==> src/core/sip_pkg.sv <==
// package for the interrupt pulse generator: timing, event layout, modes
// assumes a single 50 MHz system clock and event strobes from that domain
package sip_pkg;

   // clock and pulse timing
   localparam int CLK_HZ        = 50_000_000;
   localparam int PULSE_TIME_US = 100;
   localparam int GAP_TIME_US   = 100;
   localparam int PULSE_CYC_DEF = PULSE_TIME_US * (CLK_HZ / 1_000_000);
   localparam int GAP_CYC_DEF   = GAP_TIME_US * (CLK_HZ / 1_000_000);
   localparam int CNT_W         = 16;

   // event vector widths
   localparam int WAKE_W = 8;
   localparam int FAIL_W = 16;

   // failure bits that force restart or fail-safe, plus power-on
   localparam int FB_UNDERVOLT  = 0;
   localparam int FB_WATCHDOG   = 1;
   localparam int FB_SHORT      = 2;
   localparam int FB_TSD_SEVERE = 3;
   localparam int FB_FAIL_OUT   = 4;
   localparam int FB_POWER_ON   = 5;
   localparam logic [FAIL_W-1:0] FAIL_NO_IRQ =
      (FAIL_W'(1) << FB_UNDERVOLT) | (FAIL_W'(1) << FB_WATCHDOG) |
      (FAIL_W'(1) << FB_SHORT)     | (FAIL_W'(1) << FB_TSD_SEVERE) |
      (FAIL_W'(1) << FB_FAIL_OUT)  | (FAIL_W'(1) << FB_POWER_ON);

   // reset values
   localparam logic CLASS_RESET = 1'h0;
   localparam logic PIN_RESET   = 1'h1;

   typedef enum logic [2:0] {
      MODE_INIT,
      MODE_NORMAL,
      MODE_STOP,
      MODE_SLEEP,
      MODE_RESTART,
      MODE_FAILSAFE
   } sip_mode_e;

   typedef struct packed {
      logic [WAKE_W-1:0] wake_a;
      logic [WAKE_W-1:0] wake_b;
      logic              can_to;
      logic [FAIL_W-1:0] fail;
   } sip_evt_s;

endpackage

==> src/core/sip_interval_timer.sv <==
// down-counter that flags the last cycle of a loaded interval
// assumes load is a one-cycle strobe on sys_clk; reload may coincide
// with the expiry cycle
`timescale 1ns/1ps
`default_nettype none
module sip_interval_timer #(
   parameter int W = 16
) (
   // clock and reset
   input  wire logic         sys_clk,
   input  wire logic         reset_n,
   // control
   input  wire logic         load,
   input  wire logic [W-1:0] load_val,
   // status
   output logic              expired
);
   logic [W-1:0] cnt;

   always_ff @(posedge sys_clk or negedge reset_n) begin
      if (!reset_n) begin
         cnt <= '0;
      end else if (load) begin
         cnt <= load_val;
      end else if (cnt != '0) begin
         cnt <= cnt - W'(1);
      end
   end

   // a value of n expires in the nth cycle after the load
   assign expired = (cnt == W'(1));
endmodule
`default_nettype wire

==> src/core/sip_irq_pulse.sv <==
// interrupt pulse generator: event collection, status, pin sequencing
// assumes events, clears and mode come from sys_clk logic; int pin
// input arrives asynchronously from the board
`timescale 1ns/1ps
`default_nettype none
module sip_irq_pulse #(
   parameter int PULSE_CYCLES = sip_pkg::PULSE_CYC_DEF,
   parameter int GAP_CYCLES   = sip_pkg::GAP_CYC_DEF
) (
   // clock and reset
   input  wire logic              sys_clk,
   input  wire logic              reset_n,
   // chip mode
   input  wire sip_pkg::sip_mode_e chip_mode,
   input  wire logic              stop_cmd,
   // configuration
   input  wire logic              class_wr,
   input  wire logic              class_wdata,
   input  wire logic [7:0]        wake_a_en,
   input  wire logic [7:0]        wake_b_en,
   input  wire logic              can_timeout_irq_mask,
   // events and levels
   input  wire sip_pkg::sip_evt_s  event_in,
   input  wire logic [7:0]        wake_level_in,
   // host read-and-clear
   input  wire sip_pkg::sip_evt_s  status_clr,
   // status
   output sip_pkg::sip_evt_s      status,
   output logic                   class_global,
   output logic [7:0]             wake_level_status,
   output logic                   cfg_level,
   // interrupt pin
   input  wire logic              int_pin_i,
   output logic                   int_pin_o,
   output logic                   int_pin_oe
);
   import sip_pkg::*;

   typedef enum logic [1:0] {S_IDLE, S_PULSE, S_GAP} sip_state_e;

   sip_state_e st;
   sip_evt_s   pend;
   sip_evt_s   elig;
   sip_evt_s   evt_irq;
   sip_evt_s   evt_direct;
   logic       stop_req;
   logic       mode_ok;
   logic       take;
   logic       tmr_load;
   logic [CNT_W-1:0] tmr_val;
   logic       tmr_exp;
   logic       pin_s1;
   logic       pin_s2;

   // which events may raise a pulse
   always_comb begin
      elig.wake_a = wake_a_en;
      elig.wake_b = wake_b_en;
      elig.can_to = can_timeout_irq_mask;
      elig.fail   = class_global ? ~FAIL_NO_IRQ : '0;
   end
   // excluded flags still latch, they just bypass the pulse path
   assign evt_irq    = event_in & elig;
   assign evt_direct = event_in & ~elig;

   // pulses only in normal and stop mode; mode itself is never driven
   assign mode_ok = (chip_mode == MODE_NORMAL)
                    || (chip_mode == MODE_STOP);
   assign take = (st == S_IDLE) && mode_ok && ((pend != '0) || stop_req);

   // class select register
   always_ff @(posedge sys_clk or negedge reset_n) begin
      if (!reset_n) begin
         class_global <= CLASS_RESET;
      end else if (class_wr) begin
         class_global <= class_wdata;
      end
   end

   // pending events; host clears act only on visible status
   always_ff @(posedge sys_clk or negedge reset_n) begin
      if (!reset_n) begin
         pend <= '0;
      end else if (take) begin
         pend <= evt_irq;
      end else begin
         pend <= pend | evt_irq;
      end
   end

   // stop entry with uncleared wake status forces one pulse
   always_ff @(posedge sys_clk or negedge reset_n) begin
      if (!reset_n) begin
         stop_req <= 1'h0;
      end else if (stop_cmd && ((status.wake_a | status.wake_b) != '0)) begin
         stop_req <= 1'h1;
      end else if (take) begin
         stop_req <= 1'h0;
      end
   end

   // visible status: set wins over a same-cycle clear
   always_ff @(posedge sys_clk or negedge reset_n) begin
      if (!reset_n) begin
         status <= '0;
      end else begin
         status <= (status & ~status_clr) | evt_direct
                   | (take ? pend : '0);
      end
   end

   // level status is a plain copy, no event memory
   always_ff @(posedge sys_clk or negedge reset_n) begin
      if (!reset_n) begin
         wake_level_status <= '0;
      end else begin
         wake_level_status <= wake_level_in;
      end
   end

   // pulse sequencer
   assign tmr_load = take || ((st == S_PULSE) && tmr_exp);
   assign tmr_val  = take ? CNT_W'(PULSE_CYCLES) : CNT_W'(GAP_CYCLES);

   sip_interval_timer #(
      .W        (CNT_W)
   ) u_timer (
      .sys_clk  (sys_clk),
      .reset_n  (reset_n),
      .load     (tmr_load),
      .load_val (tmr_val),
      .expired  (tmr_exp)
   );

   always_ff @(posedge sys_clk or negedge reset_n) begin
      if (!reset_n) begin
         st <= S_IDLE;
      end else begin
         case (st)
            S_IDLE: begin
               if (take) begin
                  st <= S_PULSE;
               end
            end
            S_PULSE: begin
               if (tmr_exp) begin
                  st <= S_GAP;
               end
            end
            S_GAP: begin
               if (tmr_exp) begin
                  st <= S_IDLE;
               end
            end
            default: begin
               st <= S_IDLE;
            end
         endcase
      end
   end

   // pin drive; low only while pulsing
   always_ff @(posedge sys_clk or negedge reset_n) begin
      if (!reset_n) begin
         int_pin_o <= PIN_RESET;
      end else begin
         int_pin_o <= !(take || ((st == S_PULSE) && !tmr_exp));
      end
   end

   // released in init so the strap level can be read
   always_ff @(posedge sys_clk or negedge reset_n) begin
      if (!reset_n) begin
         int_pin_oe <= 1'h0;
      end else begin
         int_pin_oe <= (chip_mode != MODE_INIT);
      end
   end

   // pin level synchroniser and configuration capture
   always_ff @(posedge sys_clk or negedge reset_n) begin
      if (!reset_n) begin
         pin_s1 <= 1'h0;
         pin_s2 <= 1'h0;
      end else begin
         pin_s1 <= int_pin_i;
         pin_s2 <= pin_s1;
      end
   end

   always_ff @(posedge sys_clk or negedge reset_n) begin
      if (!reset_n) begin
         cfg_level <= 1'h0;
      end else if (chip_mode == MODE_INIT) begin
         cfg_level <= pin_s2;
      end
   end

   // helper counters of pin low and high time
   logic [CNT_W-1:0] lo_len;
   logic [CNT_W-1:0] hi_len;

   always_ff @(posedge sys_clk or negedge reset_n) begin
      if (!reset_n) begin
         lo_len <= '0;
         hi_len <= '1;
      end else begin
         lo_len <= int_pin_o ? '0 : lo_len + CNT_W'(1);
         hi_len <= !int_pin_o ? '0 :
                   (hi_len == '1) ? hi_len : hi_len + CNT_W'(1);
      end
   end

   a_pulse_width: assert property (
      @(posedge sys_clk) disable iff (!reset_n)
      $rose(int_pin_o) |-> (lo_len == CNT_W'(PULSE_CYCLES)))
      else $error("interrupt pulse width wrong");

   a_gap_min: assert property (
      @(posedge sys_clk) disable iff (!reset_n)
      $fell(int_pin_o) |-> ($past(hi_len) >= CNT_W'(GAP_CYCLES)))
      else $error("gap between pulses too short");

   a_init_released: assert property (
      @(posedge sys_clk) disable iff (!reset_n)
      (chip_mode == MODE_INIT) |=> !int_pin_oe)
      else $error("pin driven during init mode");

   a_idle_drives_high: assert property (
      @(posedge sys_clk) disable iff (!reset_n)
      (chip_mode == MODE_NORMAL) && (st == S_IDLE) && !take
      |=> int_pin_oe && int_pin_o)
      else $error("idle pin not driven high");

   a_status_transfer: assert property (
      @(posedge sys_clk) disable iff (!reset_n)
      $fell(int_pin_o) |-> ((status & $past(pend)) == $past(pend)))
      else $error("pending events not moved to status");

   a_status_hold: assert property (
      @(posedge sys_clk) disable iff (!reset_n)
      (status_clr == '0) |=> ((status & $past(status)) == $past(status)))
      else $error("status bit lost without clear");

   a_stop_pulse: assert property (
      @(posedge sys_clk) disable iff (!reset_n)
      stop_cmd && ((status.wake_a | status.wake_b) != '0) && (st == S_IDLE)
      && (chip_mode == MODE_STOP) |-> ##[1:2] !int_pin_o)
      else $error("stop entry with wake status gave no pulse");

   a_pending_kept: assert property (
      @(posedge sys_clk) disable iff (!reset_n)
      (st != S_IDLE) && (pend != '0) |=> (pend != '0))
      else $error("pending event dropped during pulse");
endmodule
`default_nettype wire

==> config.mk <==
export PLATFORM = sky130hd
export DESIGN_NAME = sip_irq_pulse
export DESIGN_NICKNAME = d
export VERILOG_FILES = /design/src/core/sip_pkg.sv /design/src/core/sip_interval_timer.sv /design/src/core/sip_irq_pulse.sv
export SDC_FILE = /design/constraint.sdc
export NUM_CORES = 1
export LEC_CHECK = 0
export BUFFER_PORTS_ARGS = -buffer_cell sky130_fd_sc_hd__clkbuf_2
export CAP_MARGIN = 20
export CELL_PAD_IN_SITES_DETAIL_PLACEMENT = 1
export CELL_PAD_IN_SITES_GLOBAL_PLACEMENT = 2
export CORE_MARGIN = 2
export CORE_UTILIZATION = 33
export DETAILED_ROUTE_END_ITERATION = 16
export PLACE_DENSITY = 0.9
export SLEW_MARGIN = 5
export SYNTH_ARGS = -nofsm -noshare
export SYNTH_HDL_FRONTEND = slang
export SYNTH_SLANG_ARGS = --single-unit
==> constraint.sdc <==
create_clock -name sys_clk -period 4.1 [get_ports sys_clk]
set_clock_uncertainty 0.1 [all_clocks]
set_input_delay 0.41 -clock sys_clk [delete_from_list [all_inputs] [get_ports sys_clk]]
set_output_delay 0.41 -clock sys_clk [all_outputs]
set_load 0.01 [all_outputs]
==> impl_metrics.json <==
{
  "avgSynthCellArea_um2": 12.1,
  "layout.cells.most_common": "clkbuf_2",
  "synth.area.top_cells": "dfrtp_1 (59%), a221o_1 (6.9%), a22o_1 (6.3%), nor2b_1 (4.5%), nor4_1 (2.7%)",
  "cts_resized": 0,
  "holdWs_ps": 46.0,
  "final_cell_mix": "clkbuf_2 (143), dfrtp_1 (92), nor2b_1 (28), a22o_1 (28), a221o_1 (27)",
  "die_y_um": 113,
  "port_buffers": 144,
  "tightest_slew_ps": 947,
  "crit_required_ps": 4250,
  "reg2reg_depth": 4,
  "multi_input_area_um2": 1450,
  "ctsHoldBuffers": 0,
  "grt_pass1_wl_mm": 17.8,
  "finalHoldViolCount": 0,
  "p_per_area_nw_per_um2": 397,
  "place_congestion": 0.791,
  "clockBufferDepth": 2,
  "die_area_um2": 12700,
  "p_leak_uw": 0.00241,
  "startpoint_type": "register",
  "max_freq_mhz": 394,
  "drt_wl_total_mm": 10.8,
  "ys_seq_elements": 93,
  "relSlewSlack": 0.363,
  "clk_pin_slew_ps": 70,
  "drt_iter0_drc": 123,
  "syn_inst": 324,
  "worstReg2RegStart": "u_timer.cnt[2]$_DFFE_PN0P_",
  "worstPathArrival_ps": 2690,
  "rr_endpoint": "u_timer.cnt[15]$_DFFE_PN0P_",
  "synth_edf_count": 0,
  "die_x_um": 113,
  "setup_viol": 0,
  "htreeDepth": 3,
  "routedWlPerCell_um": 17.6,
  "overflow": 0,
  "yosysTopAreaCellShare": 0.589,
  "post_cts_buffers": 0,
  "max_cap_viol_count": 0,
  "register_area_um2": 2330,
  "postSynth.asyncResetShare": 1.00,
  "cp-end-kind": "register",
  "clkSinkCount": 93,
  "reg2reg_setup_slack_ps": 1560,
  "nFillCells": 1291,
  "crit_type": "register to register",
  "track_usage": 0.176,
  "tns_ps": 0,
  "netlist_area_um2": 3910,
  "grt_setup_unrepaired": "false",
  "period_share": 0.619,
  "start_util": 0.341,
  "yosysTopAreaCell": "dfrtp_1",
  "cts_tree": "yes",
  "worstPathMaxFanout": 7,
  "synth_nets": 426,
  "drc": 0,
  "antenna_found_initial": 0,
  "dp_hpwl_mm": 8.12,
  "grt_pass1_vias": 3563,
  "cts_made_buffers": 9,
  "ir_worst_vdd_uv": 276,
  "num_vias": 3257,
  "diodes": 0,
  "antenna_left": 0,
  "fin_crit_ps": 2540,
  "syn2layout_area_growth_pct": 30.5,
  "ys_warn_count": 0,
  "pin_count": 145,
  "drive_above_1_share": 0.361,
  "core-area_um2": 11500,
  "synth_cell_types": 44,
  "vias_per_cell": 5.28,
  "grt_max_degree": 62,
  "status": "finished clean",
  "fin_nets": 571,
  "first_pass_iters": 4,
  "yosysSeqAreaShare": 0.596,
  "rows": 39,
  "drv_slew": 0,
  "insertion_delay_ps": 340,
  "min_path_type": "input pin to asynchronous set/reset pin",
  "clockRootBuffer": "clkbuf_16",
  "synth_ff_type": "dfrtp_1"
}
## cell type report
cell class / count / area share
Sequential cell: 93 / 0.456
Multi-Input combinational cell: 193 / 0.284
Timing Repair Buffer: 146 / 0.145
Clock buffer: 12 / 0.0503
Tap cell: 143 / 0.0351
Inverter: 26 / 0.0191
Clock inverter: 4 / 0.0105
## flip-flops by register name, summed over array words and instances, names as in the netlist, 2 cells and up
register           cells
st                     2
status                33
pend                  27
wake_level_status      8
u_timer.cnt           16
## cell families after synthesis
logic type	after synthesis	synth area share
DFF	93	0.596
and+or+nand+nor	96	0.154
buffers and inverters	38	0.0368
adders and majority gates	2	0.00640
muxes	2	0.00544
xor gates and xnor gates	4	0.00896
AOI/OAI and AO/OA	89	0.193
## worst max-delay path by stage
stage | to | from | cells after the start
final | u_timer.cnt[15]$_DFFE_PN0P_ | u_timer.cnt[2]$_DFFE_PN0P_ | 4
after global routing | u_timer.cnt[15]$_DFFE_PN0P_ | u_timer.cnt[2]$_DFFE_PN0P_ | 4
after CTS | u_timer.cnt[15]$_DFFE_PN0P_ | u_timer.cnt[2]$_DFFE_PN0P_ | 4
after detailed placement | status[17]$_DFF_PN0_ | chip_mode[1] | 6
after global placement | status[29]$_DFF_PN0_ | chip_mode[1] | 6
after floorplan | u_timer.cnt[10]$_DFFE_PN0P_ | u_timer.cnt[0]$_DFFE_PN0P_ | 7
## where the power goes
part	internal [uW]	total, uW	switching [uW]
registers	956	983	26.9
logic	97.2	193	95.4
clock network	508	852	344
total	1560	2030	466
## layer usage
layer | global-route usage | up-vias | routed length, um
met5 | 0 | - | 0
met4 | 0.0488 | 0 | 151
met3 | 0.0412 | 12 | 555
met2 | 0.295 | 104 | 5330
met1 | 0.231 | 1619 | 4800
li1 | - | 1522 | -
## Yosys cell counts, drive strengths merged, types with 2 or more instances
cell type and instances:
or2 2, dfrtp 92, ha 2, o31ai 2, or3 3, nor2 2, inv 26, a21o 6
nand2 5, nand3 6, or3b 3, nand2b 4, nor3 7, or4 8, a221o 27, and3 2
o21a 2, nand4 5, a21oi 2, xnor2 3, clkbuf 11, o21ai 9, nor2b 28, a211oi 8
nor4 18, a22o 28
## metrics by stage
| step | worst slack [ps] | cell area (um2) | utilization | instances | power (uW) |
|---|---|---|---|---|---|
| floorplan | 1960 | 3910 | - | 324 | 1070 |
| global placement | 1590 | 4790 | 0.418 | 601 | 1190 |
| detailed placement | 1540 | 4790 | 0.418 | 601 | 1200 |
| CTS | 1590 | 5100 | 0.445 | 617 | 2050 |
| global route | 1420 | 5100 | 0.445 | 617 | 2110 |
| finish | 1560 | 5100 | 0.445 | 617 | 2030 |
## worst max-delay path: stages (launching register included)
cell      delay, ps
dfrtp_1         440
nor4_1          840
nand2_1         320
or4_1           570
a211oi_2        190
Note: power is estimated with default switching activity, not from simulation.
